$ cat src/core/gepc_pkg.sv
// Constants, field layouts and carrier types for the pin, EEPROM access and
// capability register slice.
// Assumes a single 25 MHz clock domain and a 32-bit classic Wishbone slave.
package gepc_pkg;

  // ---------------------------------------------------------------------
  // Register byte offsets.
  // ---------------------------------------------------------------------
  localparam logic [7:0] GEPC_OFF_PIN = 8'hD8;
  localparam logic [7:0] GEPC_OFF_EEP = 8'hDC;
  localparam logic [7:0] GEPC_OFF_CAP = 8'hE0;
  localparam logic [7:0] GEPC_OFF_DEV = 8'hE4;
  localparam logic [7:0] GEPC_OFF_EST = 8'hF0;

  // ---------------------------------------------------------------------
  // Field positions.
  // ---------------------------------------------------------------------
  localparam int GEPC_PIN_IN_LSB = 0;
  localparam int GEPC_PIN_DIR_LSB = 8;
  localparam int GEPC_PIN_OUT_LSB = 16;
  localparam int GEPC_EE_START_BIT = 0;
  localparam int GEPC_EE_PRE_BIT = 2;
  localparam int GEPC_EE_CMD_LSB = 3;
  localparam int GEPC_EE_ADR_LSB = 5;
  localparam int GEPC_EE_WD_LSB = 16;
  localparam int GEPC_EST_BUSY_BIT = 0;
  localparam int GEPC_EST_REJ_BIT = 1;
  localparam int GEPC_EST_RD_LSB = 16;
  localparam int GEPC_CAP_ID_LSB = 0;
  localparam int GEPC_CAP_NXT_LSB = 8;
  localparam int GEPC_CAP_VER_LSB = 16;
  localparam int GEPC_CAP_TYPE_LSB = 20;
  localparam int GEPC_CAP_SLOT_BIT = 24;
  localparam int GEPC_CAP_MSG_LSB = 25;
  localparam int GEPC_DEV_MPS_LSB = 0;
  localparam int GEPC_DEV_PH_LSB = 3;
  localparam int GEPC_DEV_ETAG_BIT = 5;
  localparam int GEPC_DEV_L0S_LSB = 6;
  localparam int GEPC_DEV_L1_LSB = 9;
  localparam int GEPC_DEV_ABP_BIT = 12;
  localparam int GEPC_DEV_AIP_BIT = 13;
  localparam int GEPC_DEV_PIP_BIT = 14;
  localparam int GEPC_DEV_RBE_BIT = 15;
  localparam int GEPC_DEV_SPV_LSB = 18;
  localparam int GEPC_DEV_SPS_LSB = 26;

  // ---------------------------------------------------------------------
  // Fixed field values and reset values.
  // ---------------------------------------------------------------------
  localparam logic [7:0] GEPC_CAP_ID = 8'h10;
  localparam logic [7:0] GEPC_CAP_NEXT = 8'h00;
  localparam logic [3:0] GEPC_CAP_VER = 4'h1;
  localparam logic [3:0] GEPC_CAP_TYPE = 4'h1;
  localparam logic [0:0] GEPC_CAP_SLOT = 1'h0;
  localparam logic [4:0] GEPC_CAP_MSG = 5'h00;
  localparam logic [2:0] GEPC_DEV_MPS = 3'h0;
  localparam logic [1:0] GEPC_DEV_PHANTOM = 2'h0;
  localparam logic [0:0] GEPC_DEV_UNIMPL = 1'h0;
  localparam logic [2:0] GEPC_DEV_LAT_RST = 3'h0;
  localparam logic [0:0] GEPC_DEV_RBE_RST = 1'h1;
  localparam logic [7:0] GEPC_SPV_RST = 8'h00;
  localparam logic [1:0] GEPC_SPS_RST = 2'h0;
  localparam logic [7:0] GEPC_BYTE_ZERO = 8'h00;
  localparam logic [31:0] GEPC_WORD_ZERO = 32'h00000000;

  // ---------------------------------------------------------------------
  // EEPROM command codes.
  // ---------------------------------------------------------------------
  typedef enum logic [1:0] {
    GEPC_CMD_RSV0 = 2'b00,
    GEPC_CMD_WRITE = 2'b01,
    GEPC_CMD_READ = 2'b10,
    GEPC_CMD_RSV3 = 2'b11
  } gepc_cmd_e;

  // ---------------------------------------------------------------------
  // Carrier types.
  // ---------------------------------------------------------------------
  typedef struct packed {
    logic req;
    gepc_cmd_e cmd;
    logic [10:0] addr;
    logic [15:0] wdata;
    logic preload;
  } gepc_eereq_s;

  typedef struct packed {
    logic [7:0] dir;
    logic [7:0] out;
  } gepc_pin_s;

endpackage : gepc_pkg

$ cat src/core/gepc_regs.sv
// Register slice: general purpose pin control, EEPROM access control and the
// express capability header and device capabilities words.
// Assumes a classic Wishbone master on clk_i, an EEPROM engine on the same
// clock that answers each request with a one-cycle done pulse, and pins that
// arrive asynchronously.
`timescale 1ns/1ns
`default_nettype none

// Contract
// - Pin word bits 7:0 return live synchronised level of each pin.
// - Pin word bit x+8 sets direction: zero input, one output.
// - Pin word bit x+16 is the driven level, used only when output.
// - Setting EEPROM start launches one cycle with command and word address.
// - Command 01b writes, 10b reads, 00b and 11b reserved; resets 00b.
// - EEPROM bits 31:16 hold write data, read/write, reset zero.
// - Capability identifier byte always reads 10h.
// - Next capability pointer reads 00h, ending the list.
// - Capability version reads 0001b.
// - Device/port type bits 23:20 read 1h, legacy endpoint.
// - Slot implemented reads zero; interrupt message number reads 00000b.
// - Maximum payload supported bits 2:0 read 000b, 128 bytes.
// - L0s and L1 acceptable latency fields read 000b after reset.
// - Role-based error bit resets to one; EEPROM auto-load may replace it.
// - Slot power value and scale load from the power limit message.
// - Phantom, extended tag, attention and power indicator bits read zero.
module gepc_regs (
  input wire logic clk_i,
  input wire logic rst_i,
  input wire logic wb_cyc_i,
  input wire logic wb_stb_i,
  input wire logic wb_we_i,
  input wire logic [7:0] wb_adr_i,
  input wire logic [3:0] wb_sel_i,
  input wire logic [31:0] wb_dat_i,
  output logic [31:0] wb_dat_o,
  output logic wb_ack_o,
  input wire logic [7:0] pin_in_i,
  output logic [7:0] pin_out_o,
  output logic [7:0] pin_oe_o,
  output logic ee_req_o,
  output logic [1:0] ee_cmd_o,
  output logic [10:0] ee_addr_o,
  output logic [15:0] ee_wdata_o,
  output logic ee_preload_o,
  input wire logic ee_done_i,
  input wire logic [15:0] ee_rdata_i,
  input wire logic rbe_load_i,
  input wire logic rbe_value_i,
  input wire logic spl_msg_i,
  input wire logic [7:0] spl_value_i,
  input wire logic [1:0] spl_scale_i
);

  // ---------------------------------------------------------------------
  // State.
  // ---------------------------------------------------------------------
  typedef struct packed {
    logic [7:0] sync1;
    logic [7:0] sync2;
    gepc_pkg::gepc_pin_s pin;
    gepc_pkg::gepc_eereq_s ee;
    logic ee_rej;
    logic [15:0] ee_rdata;
    logic rbe;
    logic [7:0] spv;
    logic [1:0] sps;
    logic ack;
    logic [31:0] rdat;
  } gepc_state_s;

  gepc_state_s st_ff;
  gepc_state_s nxt_st;

  logic wb_req;
  logic wb_commit;
  logic launch;
  logic [31:0] pin_word;
  logic [31:0] eep_word;
  logic [31:0] cap_word;
  logic [31:0] dev_word;
  logic [31:0] est_word;
  logic [31:0] rd_word;

  // Merge write data into an old word under the byte enables.
  function automatic logic [31:0] gepc_merge(input logic [31:0] old_w,
                                             input logic [31:0] new_w,
                                             input logic [3:0] sel);
    logic [31:0] res;
    res = old_w;
    for (int b = 0; b < 4; b++) begin
      if (sel[b]) begin
        res[b*8 +: 8] = new_w[b*8 +: 8];
      end
    end
    return res;
  endfunction : gepc_merge

  // ---------------------------------------------------------------------
  // Bus handshake.
  // ---------------------------------------------------------------------

  // A request is answered one cycle after it is seen; the write commits on
  // the edge at which the master samples the acknowledge, so a master that
  // aborts before then changes nothing.
  assign wb_req = wb_cyc_i & wb_stb_i;
  assign wb_commit = wb_req & wb_we_i & st_ff.ack;

  // ---------------------------------------------------------------------
  // Register views.
  // ---------------------------------------------------------------------

  // Pin word; the top byte is reserved and stays zero.
  always_comb begin
    pin_word = gepc_pkg::GEPC_WORD_ZERO;
    pin_word[gepc_pkg::GEPC_PIN_IN_LSB +: 8] = st_ff.sync2;
    pin_word[gepc_pkg::GEPC_PIN_DIR_LSB +: 8] = st_ff.pin.dir;
    pin_word[gepc_pkg::GEPC_PIN_OUT_LSB +: 8] = st_ff.pin.out;
  end

  // EEPROM word; the start bit reads back as one while a cycle is running.
  always_comb begin
    eep_word = gepc_pkg::GEPC_WORD_ZERO;
    eep_word[gepc_pkg::GEPC_EE_START_BIT] = st_ff.ee.req;
    eep_word[gepc_pkg::GEPC_EE_PRE_BIT] = st_ff.ee.preload;
    eep_word[gepc_pkg::GEPC_EE_CMD_LSB +: 2] = st_ff.ee.cmd;
    eep_word[gepc_pkg::GEPC_EE_ADR_LSB +: 11] = st_ff.ee.addr;
    eep_word[gepc_pkg::GEPC_EE_WD_LSB +: 16] = st_ff.ee.wdata;
  end

  // Capability header is all constant; bits 31:30 stay zero.
  always_comb begin
    cap_word = gepc_pkg::GEPC_WORD_ZERO;
    cap_word[gepc_pkg::GEPC_CAP_ID_LSB +: 8] = gepc_pkg::GEPC_CAP_ID;
    cap_word[gepc_pkg::GEPC_CAP_NXT_LSB +: 8] =
      gepc_pkg::GEPC_CAP_NEXT;
    cap_word[gepc_pkg::GEPC_CAP_VER_LSB +: 4] =
      gepc_pkg::GEPC_CAP_VER;
    cap_word[gepc_pkg::GEPC_CAP_TYPE_LSB +: 4] =
      gepc_pkg::GEPC_CAP_TYPE;
    cap_word[gepc_pkg::GEPC_CAP_SLOT_BIT] = gepc_pkg::GEPC_CAP_SLOT;
    cap_word[gepc_pkg::GEPC_CAP_MSG_LSB +: 5] =
      gepc_pkg::GEPC_CAP_MSG;
  end

  // Device capabilities; only the role-based error bit and the captured
  // slot power fields carry state.
  always_comb begin
    dev_word = gepc_pkg::GEPC_WORD_ZERO;
    dev_word[gepc_pkg::GEPC_DEV_MPS_LSB +: 3] =
      gepc_pkg::GEPC_DEV_MPS;
    dev_word[gepc_pkg::GEPC_DEV_PH_LSB +: 2] =
      gepc_pkg::GEPC_DEV_PHANTOM;
    dev_word[gepc_pkg::GEPC_DEV_ETAG_BIT] =
      gepc_pkg::GEPC_DEV_UNIMPL;
    dev_word[gepc_pkg::GEPC_DEV_L0S_LSB +: 3] =
      gepc_pkg::GEPC_DEV_LAT_RST;
    dev_word[gepc_pkg::GEPC_DEV_L1_LSB +: 3] =
      gepc_pkg::GEPC_DEV_LAT_RST;
    dev_word[gepc_pkg::GEPC_DEV_ABP_BIT] =
      gepc_pkg::GEPC_DEV_UNIMPL;
    dev_word[gepc_pkg::GEPC_DEV_AIP_BIT] =
      gepc_pkg::GEPC_DEV_UNIMPL;
    dev_word[gepc_pkg::GEPC_DEV_PIP_BIT] =
      gepc_pkg::GEPC_DEV_UNIMPL;
    dev_word[gepc_pkg::GEPC_DEV_RBE_BIT] = st_ff.rbe;
    dev_word[gepc_pkg::GEPC_DEV_SPV_LSB +: 8] = st_ff.spv;
    dev_word[gepc_pkg::GEPC_DEV_SPS_LSB +: 2] = st_ff.sps;
  end

  // EEPROM status word: busy, rejected-command flag and last read word.
  always_comb begin
    est_word = gepc_pkg::GEPC_WORD_ZERO;
    est_word[gepc_pkg::GEPC_EST_BUSY_BIT] = st_ff.ee.req;
    est_word[gepc_pkg::GEPC_EST_REJ_BIT] = st_ff.ee_rej;
    est_word[gepc_pkg::GEPC_EST_RD_LSB +: 16] = st_ff.ee_rdata;
  end

  // Read multiplexer; an unmapped address reads as zero.
  always_comb begin
    unique case (wb_adr_i)
      gepc_pkg::GEPC_OFF_PIN: rd_word = pin_word;
      gepc_pkg::GEPC_OFF_EEP: rd_word = eep_word;
      gepc_pkg::GEPC_OFF_CAP: rd_word = cap_word;
      gepc_pkg::GEPC_OFF_DEV: rd_word = dev_word;
      gepc_pkg::GEPC_OFF_EST: rd_word = est_word;
      default: rd_word = gepc_pkg::GEPC_WORD_ZERO;
    endcase
  end

  // ---------------------------------------------------------------------
  // Next-state logic.
  // ---------------------------------------------------------------------

  // A launch needs a committed write that sets the start bit while idle and
  // carries a defined command; a start with a reserved command is refused
  // and only flags it, since the engine has nothing to run. Software is
  // expected to wait out a running cycle, so a start while busy is dropped.
  always_comb begin
    logic [31:0] eep_new;
    logic [31:0] pin_new;
    logic [1:0] cmd_new;
    logic start_new;
    eep_new = gepc_merge(eep_word, wb_dat_i, wb_sel_i);
    pin_new = gepc_merge(pin_word, wb_dat_i, wb_sel_i);
    cmd_new = eep_new[gepc_pkg::GEPC_EE_CMD_LSB +: 2];
    start_new = eep_new[gepc_pkg::GEPC_EE_START_BIT];
    launch = 1'b0;
    nxt_st = st_ff;

    // Two-flop synchroniser for the pin levels.
    nxt_st.sync1 = pin_in_i;
    nxt_st.sync2 = st_ff.sync1;

    // Acknowledge rises one cycle after the request and drops after one.
    nxt_st.ack = wb_req & ~st_ff.ack;
    if (wb_req & ~st_ff.ack) begin
      nxt_st.rdat = rd_word;
    end

    // Pin control writes; input and reserved bytes are ignored.
    if (wb_commit && wb_adr_i == gepc_pkg::GEPC_OFF_PIN) begin
      nxt_st.pin.dir = pin_new[gepc_pkg::GEPC_PIN_DIR_LSB +: 8];
      nxt_st.pin.out = pin_new[gepc_pkg::GEPC_PIN_OUT_LSB +: 8];
    end

    // Cycle end from the engine; a read result is kept for software.
    if (st_ff.ee.req && ee_done_i) begin
      nxt_st.ee.req = 1'b0;
      if (st_ff.ee.cmd == gepc_pkg::GEPC_CMD_READ) begin
        nxt_st.ee_rdata = ee_rdata_i;
      end
    end

    // Field writes are frozen while a cycle runs so the engine sees stable
    // operands.
    if (wb_commit && wb_adr_i == gepc_pkg::GEPC_OFF_EEP && !st_ff.ee.req) begin
      nxt_st.ee.preload = eep_new[gepc_pkg::GEPC_EE_PRE_BIT];
      nxt_st.ee.cmd = gepc_pkg::gepc_cmd_e'(cmd_new);
      nxt_st.ee.addr = eep_new[gepc_pkg::GEPC_EE_ADR_LSB +: 11];
      nxt_st.ee.wdata = eep_new[gepc_pkg::GEPC_EE_WD_LSB +: 16];
      if (start_new) begin
        if (cmd_new == gepc_pkg::GEPC_CMD_WRITE ||
            cmd_new == gepc_pkg::GEPC_CMD_READ) begin
          launch = 1'b1;
        end else begin
          nxt_st.ee_rej = 1'b1;
        end
      end
    end

    // A good launch raises the request and clears an old refusal flag; done
    // cannot meet it, as a launch is only taken while idle.
    if (launch) begin
      nxt_st.ee.req = 1'b1;
      nxt_st.ee_rej = 1'b0;
    end

    // Auto-load may replace the role-based error reporting default.
    if (rbe_load_i) begin
      nxt_st.rbe = rbe_value_i;
    end

    // Captured slot power fields follow each received limit message.
    if (spl_msg_i) begin
      nxt_st.spv = spl_value_i;
      nxt_st.sps = spl_scale_i;
    end
  end

  // ---------------------------------------------------------------------
  // State register.
  // ---------------------------------------------------------------------

  // Synchronous reset; every field takes a constant.
  always_ff @(posedge clk_i) begin
    if (rst_i) begin
      st_ff.sync1 <= gepc_pkg::GEPC_BYTE_ZERO;
      st_ff.sync2 <= gepc_pkg::GEPC_BYTE_ZERO;
      st_ff.pin.dir <= gepc_pkg::GEPC_BYTE_ZERO;
      st_ff.pin.out <= gepc_pkg::GEPC_BYTE_ZERO;
      st_ff.ee.req <= 1'b0;
      st_ff.ee.cmd <= gepc_pkg::GEPC_CMD_RSV0;
      st_ff.ee.addr <= 11'h000;
      st_ff.ee.wdata <= 16'h0000;
      st_ff.ee.preload <= 1'b0;
      st_ff.ee_rej <= 1'b0;
      st_ff.ee_rdata <= 16'h0000;
      st_ff.rbe <= gepc_pkg::GEPC_DEV_RBE_RST;
      st_ff.spv <= gepc_pkg::GEPC_SPV_RST;
      st_ff.sps <= gepc_pkg::GEPC_SPS_RST;
      st_ff.ack <= 1'b0;
      st_ff.rdat <= gepc_pkg::GEPC_WORD_ZERO;
    end else begin
      st_ff <= nxt_st;
    end
  end

  // ---------------------------------------------------------------------
  // Outputs, all straight from flip-flops.
  // ---------------------------------------------------------------------

  // Output level is gated by the enable at the pin pad, not here, so a
  // preset level appears the moment the direction flips.
  assign wb_ack_o = st_ff.ack;
  assign wb_dat_o = st_ff.rdat;
  assign pin_out_o = st_ff.pin.out;
  assign pin_oe_o = st_ff.pin.dir;
  assign ee_req_o = st_ff.ee.req;
  assign ee_cmd_o = st_ff.ee.cmd;
  assign ee_addr_o = st_ff.ee.addr;
  assign ee_wdata_o = st_ff.ee.wdata;
  assign ee_preload_o = st_ff.ee.preload;

endmodule : gepc_regs

`default_nettype wire

$ cat config.mk
export PLATFORM = sky130hd
export DESIGN_NAME = gepc_regs
export DESIGN_NICKNAME = d
export VERILOG_FILES = /design/src/core/gepc_pkg.sv /design/src/core/gepc_regs.sv
export SDC_FILE = /design/constraint.sdc
export NUM_CORES = 1
export LEC_CHECK = 0
export BUFFER_PORTS_ARGS = -buffer_cell sky130_fd_sc_hd__buf_2
export CAP_MARGIN = 20
export CORE_ASPECT_RATIO = 0.9
export CORE_UTILIZATION = 30
export DETAILED_ROUTE_END_ITERATION = 8
export SLEW_MARGIN = 10
export SYNTH_ARGS = -nofsm -noshare
export SYNTH_HDL_FRONTEND = slang
export SYNTH_SLANG_ARGS = --single-unit
$ cat constraint.sdc
create_clock -name clk_i -period 1.85 [get_ports clk_i]
set_clock_uncertainty 0.1 [all_clocks]
set_input_delay 0.0925 -clock clk_i [delete_from_list [all_inputs] [get_ports clk_i]]
set_output_delay 0.0925 -clock clk_i [all_outputs]
set_load 0.01 [all_outputs]
# [Word-level counts from Yosys, hierarchy flattened]
# Cells that the tools add are included.
[classes] eq_ne=8 mux=7 bitwise_logic=6 n_reduce_logical=16
[ops] op="one-hot mux 32 bit (5 select lines)" count=1
[ops] op="equality test 8 bit, second input constant" count=5
[ops] op="AND reduction 2 bit" count=7
[ops] op="2-to-1 mux 1 bit" count=5
[ops] op="2-to-1 mux 5 bit" count=1
[ops] op="AND 1 bit" count=4
[ops] op="equality test 2 bit, second input constant" count=2
[ops] op="logical AND 1 bit" count=4
[ops] op="AND reduction 3 bit" count=1
[ops] op="equality test 2 x 1 -> 1 bit, second input constant" count=1
[ops] op="inverter 1 bit" count=2
[ops] op="nonzero test 2 bit" count=1
[ops] op="OR reduction 2 bit" count=1
[ops] op="zero test 1 bit" count=1
[ops] op="logical OR 1 bit" count=1
[word_totals] ff_bits=124 input_bits=87 word_cells=55

# [Logic depth before layout (Yosys ltp)]
# Gate-level depths: netlist of the first run.
[depth] word_depth=7 mapped_depth=6 mapped_depth_nobuf=4

# [Worst setup path before layout of the first run]
# Ideal clock, no wire load.
[synth_path] kind="reg-to-reg" start="register st_ff (netlist bit wb_ack_o)" end="register st_ff (netlist bit ee_wdata_o[0])" setup_time_ns=0.128 arrival_ns=1.519 required_ns=1.622 setup_slack_ns=0.104 path_stages_with_launch=6 n_path_buf=1 period_less_slack_ns=1.746 cell_sequence="dfxtp_1 > nand4_2 > or4_1 > buf_2 > mux2i_1 > nor2_1"
[synth_between] elab_chain_len=4
[synth_rtl] element="from (decl)" line_no="gepc_regs.sv:71" source="gepc_state_s st_ff;"
[synth_rtl] element="from (signal assigned)" line_no="gepc_regs.sv:294" source="st_ff <= nxt_st;"
[synth_rtl] element="AND 1 bit" line_no="gepc_regs.sv:106" source="assign wb_commit = wb_req & wb_we_i & st_ff.ack;"
[synth_rtl] element="logical AND 1 bit (2 in series)" line_no="gepc_regs.sv:236" source="if (wb_commit && wb_adr_i == gepc_pkg::GEPC_OFF_EEP && !st_ff.ee.req) begin"
[synth_rtl] element="AND reduction 2 bit (no line)"
# Every way passes these cells.
# A chain may end at the register's enable or synchronous reset.

# [Worst setup path in the final report of the first run]
[layout_path] start="register st_ff (netlist bit wb_ack_o)" end="register st_ff (netlist bit wb_dat_o[18])"
[layout_between] elab_chain_len=2
[layout_rtl] element="inverter 1 bit" line_no="gepc_regs.sv:216" source="if (wb_req & ~st_ff.ack) begin"
[layout_rtl] element="AND 1 bit" line_no="gepc_regs.sv:216"
# Every way passes these cells.

==> flow_summary.toml, run 1 <==
[status]
status = "complete, but fails checks"
violations = "design-rule violations"

[placed_design]
port-buffer-count = 165
dpl_cell_area_sq_um = 6150
gp_congestion = 0.786
pre_cts_ws_ns = 0.135
dp.cells = 871
hpwl_um = 10600

[die]
die-area_sq_um = 17400
io_pins = 167
coreArea_sq_um = 16400
std_cell_rows = 44
die_w_um = 139
die_h_um = 125
initial_core_util_pct = 31.0

[power]
p_total_mw = 6.40
leakage_nw = 3.42
powerDensity_nw_per_um2 = 862
max-vdd-ir-drop_mv = 0.619

[sta]
setup_slack_ns = 0.103
drv_slew = 0
hold_violations = 0
fin_tns_setup_ns = 0
hold_ws_ns = 0.0382
setup_viol = 0
rsz0062_at_grt = "no"
tightestPinTransition_ns = 1.07
max_freq_ghz = 0.573
fin_crit_ns = 1.75
relSlewSlack_pct = 28.2
layout_worst_path_cycle_share_pct = 94.4

[global_routing]
grt-ovfl-total = 0
antenna_found_initial = 0
first_global_vias = 4442
grt_usage_pct = 17.9
grt_start_max_net_pins = 52
grt_pass1_wl_um = 23900
grt-busiest-layer = "met2"
use_met2_pct = 29.4
grt_util_met3_pct = 4.71
gr-usage-met1_pct = 22.9

[critical_path]
worstRegToRegCells = 3
worstPathRequired_ns = 2.10
cp.arrival_ns = 1.99
worstSetupEndpointType = "register"
critical_path_class = "reg -> reg"
critPathMaxFanout = 12
cp-start-kind = "register"

[cts]
clock-root-buffer = "clkbuf_16"
cts_sinks = 124
postCtsSetupRepairBufs = 0
insertion_delay_ns = 0.41
h-tree-depth = 4
path_clk_slew_ns = 0.06
clockBufferDepth = 2
cts_made_buffers = 17
cts_tree = "built"

[final_layout]
final_common_cell = "buf_2"
fin_cells = 972
finish.utilization_pct = 45.4
layout.nets = 839
antennaDiodeCount = 0
syn2layout_area_growth_pct = 46.3
layout_common_cells = "buf_2, dfxtp_1, nor2_1"
final_area_sq_um = 7420
drive_gt1_share_pct = 33.1

[synthesis]
synth_cells = 517
synth.yosys.seq_area_share_pct = 48.9
synthArstFlopShare_pct = 0
synthDistinctLibCells = 46
synth_area_leaders = "dfxtp_1, mux2i_1, nor2_1, a22oi_1, mux2_2"
synth_top_area_share_pct = 48.9
synth_ff_type = "dfxtp_1"
syn_area_sq_um = 5080
avgSynthCellArea_sq_um = 9.82
synth_area_leader_cell = "dfxtp_1"
synth-edff-count = 0
synthesis.nets = 604
yosys_warnings = 0
ys_ff_latch = 124

[route]
final_antenna_net_count = 0
vias = 4463
drc = 13
drt-pass1-iter-count = 8
routed_wl_um = 15200
wl_per_cell_um = 15.6
via_per_inst = 4.59
drt_iter0_markers = 233

[run]
max-cap-violations = 0

[hold_path]
hp-class = "in -> reg"
hold_depth = 3
registers in the layout, summed over array words and instances (netlist names), 11 cells and up:
signal,count
dev_word,11
ee_wdata_o,16
wb_dat_o,32
est_word,17
ee_addr_o,11
cell type report:
type,count,area (sq um)
inverters,4,15.0
clock inverters,15,149
clock buffers,17,425
fillers,1608,8930
repair buffers,265,1770
well taps,207,259
flip-flops and latches,124,2480
multi-input cells,340,2320
metal layers:
metal,share of wire (%),vias to the layer above
li1,-,2271
met1,47,2071
met2,47,116
met3,5.7,5
met4,0.51,0
met5,0,-
Yosys cell counts, types with 3 or more instances:
cell type and instances:
a21oi_1 19, a221oi_1 6, a22o_1 14, a22oi_1 21, buf_1 3, buf_2 7
buf_4 16, clkbuf_1 22, dfxtp_1 124, inv_1 4, mux2_2 14, mux2i_1 63
nand2_1 40, nand2b_1 7, nand3_1 4, nand3b_1 3, nand4_2 3, nor2_1 81
nor2b_1 20, nor3_1 8, nor4_4 3, o22ai_1 5, o2bb2ai_1 5
power by group:
| group | total, mW | leakage [nW] | switching, mW | internal (mW) |
|---|---|---|---|---|
| Combinational | 0.471 | 2.15 | 0.220 | 0.251 |
| Sequential | 2.73 | 1.01 | 0.0168 | 2.71 |
| Clock | 3.20 | 0.271 | 1.23 | 1.97 |
logic make-up after synthesis:
family                    count (synthesis)  share of synthesized area, %
AOI/OAI and AO/OA                        79                          11.3
DFF                                     124                          48.9
buffers and inverters                    53                          5.42
and+or+nand+nor                         183                          18.7
muxes                                    77                          15.5
xor gates and xnor gates                  1                         0.173
worst paths after layout:
path / start / to / slack [ns]
setup reg to reg: wb_ack_o$_SDFF_PP0_ / wb_dat_o[18]$_SDFFE_PP0P_ / 0.10
setup / recovery: wb_ack_o$_SDFF_PP0_ / wb_dat_o[18]$_SDFFE_PP0P_ / 0.10
hold reg to reg: nxt_st[114]$_SDFF_PP0_ / pin_word[6]$_SDFF_PP0_ / 0.33
hold / removal: wb_dat_i[0] / ee_req_o$_SDFFE_PP0P_ / 0.04
critical path: stages (launching register included):
cell and delay (ns):
dfxtp_1 0.40, nor2_1 0.10, nor2_1 0.81, a22o_1 0.27
what timing repair did:
item,CTS,global route
hold endpoints to repair,84,0
setup endpoints to repair,0,6
hold buffers,69,0
gates resized for setup,0,3
(Power assumes the default switching activity.)
==> run 2, diff against run 1 <==
--- a/config.mk
+++ b/config.mk
@@ -9,6 +9,7 @@
 export CAP_MARGIN = 20
 export CORE_ASPECT_RATIO = 0.9
 export CORE_UTILIZATION = 30
+export CTS_BUF_LIST = sky130_fd_sc_hd__clkbuf_2 sky130_fd_sc_hd__clkbuf_4 sky130_fd_sc_hd__clkbuf_8
 export DETAILED_ROUTE_END_ITERATION = 8
 export SLEW_MARGIN = 10
 export SYNTH_ARGS = -nofsm -noshare
==> run 2 against run 1 <==
The flow still finishes with violations (design-rule violations); maximum frequency is 0.29% higher; highest routed layer unchanged; count of clock-buffer cells in the layout unchanged; die area unchanged; critical path depth increased by 5; sequential power hardly changed; power shrank 14%; via count is 1.7% higher; hold slack got worse by 0.0018 ns; non-clock buffer count up 10; critical path type is now in -> reg.
==> flow_summary.toml, run 2 (synthesis results as in run 1) <==
[status]
status = "complete, but fails checks"
violations = "design-rule violations"

[route]
wl_per_cell_um = 15.7
final_antenna_net_count = 0
drc = 13
vias = 4540
via_per_inst = 4.62
drt_iter0_markers = 227
routed_wl_um = 15400
drt-pass1-iter-count = 9

[sta]
fin_crit_ns = 1.74
layout_worst_path_cycle_share_pct = 94.1
rsz0062_at_grt = "no"
relSlewSlack_pct = 32.1
fin_tns_setup_ns = 0
hold_violations = 0
setup_slack_ns = 0.109
max_freq_ghz = 0.574
hold_ws_ns = 0.0364
setup_viol = 0
tightestPinTransition_ns = 1.01
drv_slew = 0

[global_routing]
grt_start_max_net_pins = 52
grt_util_met3_pct = 5.17
grt-busiest-layer = "met2"
use_met2_pct = 29.8
grt_pass1_wl_um = 24300
first_global_vias = 4506
gr-usage-met1_pct = 23.2
grt-ovfl-total = 0
grt_usage_pct = 18.2
antenna_found_initial = 1

[critical_path]
critical_path_class = "in -> reg"
cp-startpoint = "wb_adr_i[4]"
critPathMaxFanout = 11
worstSetupEndpointType = "register"
worstPathRequired_ns = 2.05
r2r-start = "wb_ack_o$_SDFF_PP0_"
cp.arrival_ns = 1.94
cp-start-kind = "input pin"

[final_layout]
drive_gt1_share_pct = 32.6
final_common_cell = "buf_2"
layout.nets = 849
finish.utilization_pct = 44.8
syn2layout_area_growth_pct = 44.4
largest_reg_flops = 32
final_area_sq_um = 7330
fillers = 1619
layout_common_cells = "buf_2, dfxtp_1, nor2_1"

[power]
powerDensity_nw_per_um2 = 755
leakage_nw = 3.37
max-vdd-ir-drop_mv = 0.533

[placed_design]
hpwl_um = 10600
gp_congestion = 0.786
dpl_cell_area_sq_um = 6150
port-buffer-count = 165
pre_cts_ws_ns = 0.135

[hold_path]
hp-class = "in -> reg"
min_from = "spl_msg_i"

[die]
die-area_sq_um = 17400
die_h_um = 125
std_cell_rows = 44
coreArea_sq_um = 16400
io_pins = 167
die_w_um = 139
initial_core_util_pct = 31.0

[cts]
clock-root-buffer = "clkbuf_8"
insertion_delay_ns = 0.43
h-tree-depth = 4
holdBufCountCts = 79
cts_tree = "built"
postCtsSetupRepairBufs = 0
cts_resized = 0
cts_made_buffers = 17
cts_sinks = 124
clockBufferDepth = 2
path_clk_slew_ns = 0.07

[run]
max-cap-violations = 0
-- run 2: power by group --
group | total, mW | internal [mW] | leakage, nW | switching (mW)
clock network | 2.31 | 1.19 | 0.184 | 1.12
logic | 0.497 | 0.270 | 2.18 | 0.227
registers | 2.72 | 2.71 | 1.01 | 0.0169
total | 5.53 | 4.17 | 3.37 | 1.36
-- run 2: per-stage QoR --
| stage | total power [mW] | instances |
|---|---|---|
| global route | 5.78 | 983 |
| finish | 5.53 | 983 |
| global placement | 3.14 | 871 |
| detailed placement | 3.14 | 871 |
| floorplan | 2.96 | 517 |
| CTS | 5.61 | 982 |
-- run 2: routing by layer --
| layer | vias up | share of wire [%] |
|---|---|---|
| li1 | 2297 | - |
| met1 | 2105 | 47 |
| met2 | 126 | 46 |
| met3 | 12 | 5.5 |
| met4 | 0 | 1.3 |
| met5 | - | 0 |
-- run 2: final timing paths --
path | end | slack, ns | cells after the start
setup reg to reg | wb_dat_o[18]$_SDFFE_PP0P_ | 0.15 | 3
hold / removal | dev_word[18]$_SDFFE_PP0P_ | 0.04 | 3
hold reg to reg | pin_word[6]$_SDFF_PP0_ | 0.34 | 1
setup / recovery | ee_addr_o[4]$_SDFFE_PP0P_ | 0.11 | 8
-- run 2: cell type report --
| class | count | area (sq um) | share of cell area, % |
|---|---|---|---|
| antenna | 1 | 2.50 | 0.0341 |
| timing repair buffer | 275 | 1860 | 25.4 |
| tap | 207 | 259 | 3.53 |
| multi-input combinational | 340 | 2320 | 31.7 |
| clock inverter | 15 | 149 | 2.03 |
| clock buffer | 17 | 234 | 3.19 |
| sequential | 124 | 2480 | 33.9 |
| inverter | 4 | 15.0 | 0.205 |
-- run 2: worst max-delay path, cell delays in order --
cell	delay, ns
dlygate4sd3_1	0.55
buf_2	0.24
nand4b_4	0.12
buf_4	0.18
nor4_4	0.27
buf_4	0.21
mux2i_1	0.21
nor2_1	0.06
==> run 3, diff against run 2 <==
--- a/config.mk
+++ b/config.mk
@@ -11,6 +11,8 @@
 export CORE_UTILIZATION = 30
 export CTS_BUF_LIST = sky130_fd_sc_hd__clkbuf_2 sky130_fd_sc_hd__clkbuf_4 sky130_fd_sc_hd__clkbuf_8
 export DETAILED_ROUTE_END_ITERATION = 8
+export MAX_ROUTING_LAYER = met4
+export SETUP_SLACK_MARGIN = 0.3
 export SLEW_MARGIN = 10
 export SYNTH_ARGS = -nofsm -noshare
 export SYNTH_HDL_FRONTEND = slang
==> run 3 against run 2 <==
Via count increased by 1.0%; the run still ends with design-rule violations left; critical path type is now reg -> reg; routed wire length increased by 0.86%; core utilization increased by 0.56 points; global-route usage increased by 0.49 points; largest cell class unchanged; clock power increased by 9.1%.
==> flow_summary.toml, run 3 (synthesis results as in run 1) <==
[cts]
clockBufferDepth = 2
cts_sinks = 124
insertion_delay_ns = 0.43
h-tree-depth = 4
clock-root-buffer = "clkbuf_8"
cts_tree = "built"
cts_made_buffers = 17
path_clk_slew_ns = 0.07

[die]
initial_core_util_pct = 31.0
die_h_um = 125
std_cell_rows = 44
die-area_sq_um = 17400
coreArea_sq_um = 16400
die_w_um = 139
io_pins = 167

[power]
leakage_nw = 3.40
powerDensity_nw_per_um2 = 773
p_total_mw = 5.73
max-vdd-ir-drop_mv = 0.500

[sta]
hold_violations = 0
rsz0062_at_grt = "yes"
tightestPinTransition_ns = 0.757
layout_worst_path_cycle_share_pct = 86.0
max_freq_ghz = 0.629
fin_crit_ns = 1.59
drv_slew = 0
setup_viol = 0
relSlewSlack_pct = 49.5
setup_slack_ns = 0.260
fin_tns_setup_ns = 0

[critical_path]
cp-start-kind = "register"
critical_path_class = "reg -> reg"
worstPathRequired_ns = 2.10
worstSetupEndpointType = "register"
worstRegToRegCells = 3
cp.arrival_ns = 1.84
rrSetupSlack_ns = 0.26
r2r-end = "wb_dat_o[4]$_SDFFE_PP0P_"
critPathMaxFanout = 7
r2r-start = "wb_ack_o$_SDFF_PP0_"

[hold_path]
min_from = "spl_msg_i"
hp-class = "in -> reg"
hold_depth = 3
hold_end = "dev_word[23]$_SDFFE_PP0P_"

[route]
vias = 4586
drt_iter0_markers = 207
drt-pass1-iter-count = 7
routed_wl_um = 15500
final_antenna_net_count = 0
via_per_inst = 4.68
drc = 26
wl_per_cell_um = 15.9

[global_routing]
antenna_found_initial = 0
grt-ovfl-total = 0
grt_start_max_net_pins = 76
grt_usage_pct = 18.7
first_global_vias = 4652
grt_pass1_wl_um = 24300

[status]
violations = "design-rule violations"
status = "complete, but fails checks"

[final_layout]
fin_cells = 979
final_common_cell = "buf_2"
layout.nets = 845
drive_gt1_share_pct = 34.0
syn2layout_area_growth_pct = 46.2
layout_common_cells = "buf_2, dfxtp_1, nor2_1"
fillers = 1550
finish.utilization_pct = 45.4
largest_reg_flops = 32

[placed_design]
dp.cells = 865
gp_congestion = 0.880
port-buffer-count = 165
pre_cts_ws_ns = 0.110
hpwl_um = 10900

[run]
max-cap-violations = 0
## run 3: final cells by class
type                    count  area, sq um  area share [%]
multi-input cells         340         2370            32.0
repair buffers            271         1850            25.0
well taps                 207          259            3.49
inverters                   4         15.0           0.202
flip-flops and latches    124         2490            33.6
clock inverters            13          164            2.21
diodes                      1         2.50          0.0337
clock buffers              19          262            3.52
## run 3: how the worst max path moves through the flow
stage                              startpoint                         end  cells after the start
after floorplan           wb_ack_o$_SDFF_PP0_  ee_wdata_o[0]$_SDFFE_PP0P_                      5
after global placement            wb_adr_i[0]   ee_addr_o[4]$_SDFFE_PP0P_                      7
after detailed placement          wb_adr_i[0]   ee_addr_o[7]$_SDFFE_PP0P_                      7
after CTS                 wb_ack_o$_SDFF_PP0_  ee_wdata_o[4]$_SDFFE_PP0P_                      5
after global routing      wb_ack_o$_SDFF_PP0_    wb_dat_o[9]$_SDFFE_PP0P_                      5
final                     wb_ack_o$_SDFF_PP0_    wb_dat_o[4]$_SDFFE_PP0P_                      3
## run 3: where the power goes
part | leakage (nW) | total (mW) | switching [mW] | internal [mW]
Sequential | 1.01 | 2.72 | 0.0172 | 2.70
Clock | 0.209 | 2.52 | 1.11 | 1.41
Combinational | 2.19 | 0.489 | 0.225 | 0.263
## run 3: timing repair
item | in CTS | in global routing
setup endpoints to repair | 37 | 57
buffers inserted | 1 | 4
pin swaps | 2 | 6
gates cloned | 0 | 0
gates resized for setup | 8 | 10
hold buffers | 76 | 0
hold endpoints to repair | 90 | 0
## run 3: worst max-delay path, stage by stage, from the launching register on
cell and delay [ns]:
dfxtp_4 0.36, nand3b_1 0.33, or3_1 0.46, a221oi_2 0.24
## run 3: through the flow
stage / hold WS (ns) / instance area, sq um
final: 0.0342 / 7420
after CTS: 0.000315 / 7340
after detailed placement: 0.212 / 6120
after floorplan: 0.121 / 5100
after global routing: 0.0102 / 7420
after global placement: 0.210 / 6120
## run 3: metal layers
metal	track usage [%]	up-vias	wire [um]
li1	-	2291	-
met1	22.9	2143	7050
met2	29.9	138	7290
met3	5.29	14	939
met4	5.29	0	257
met5	-	-	0
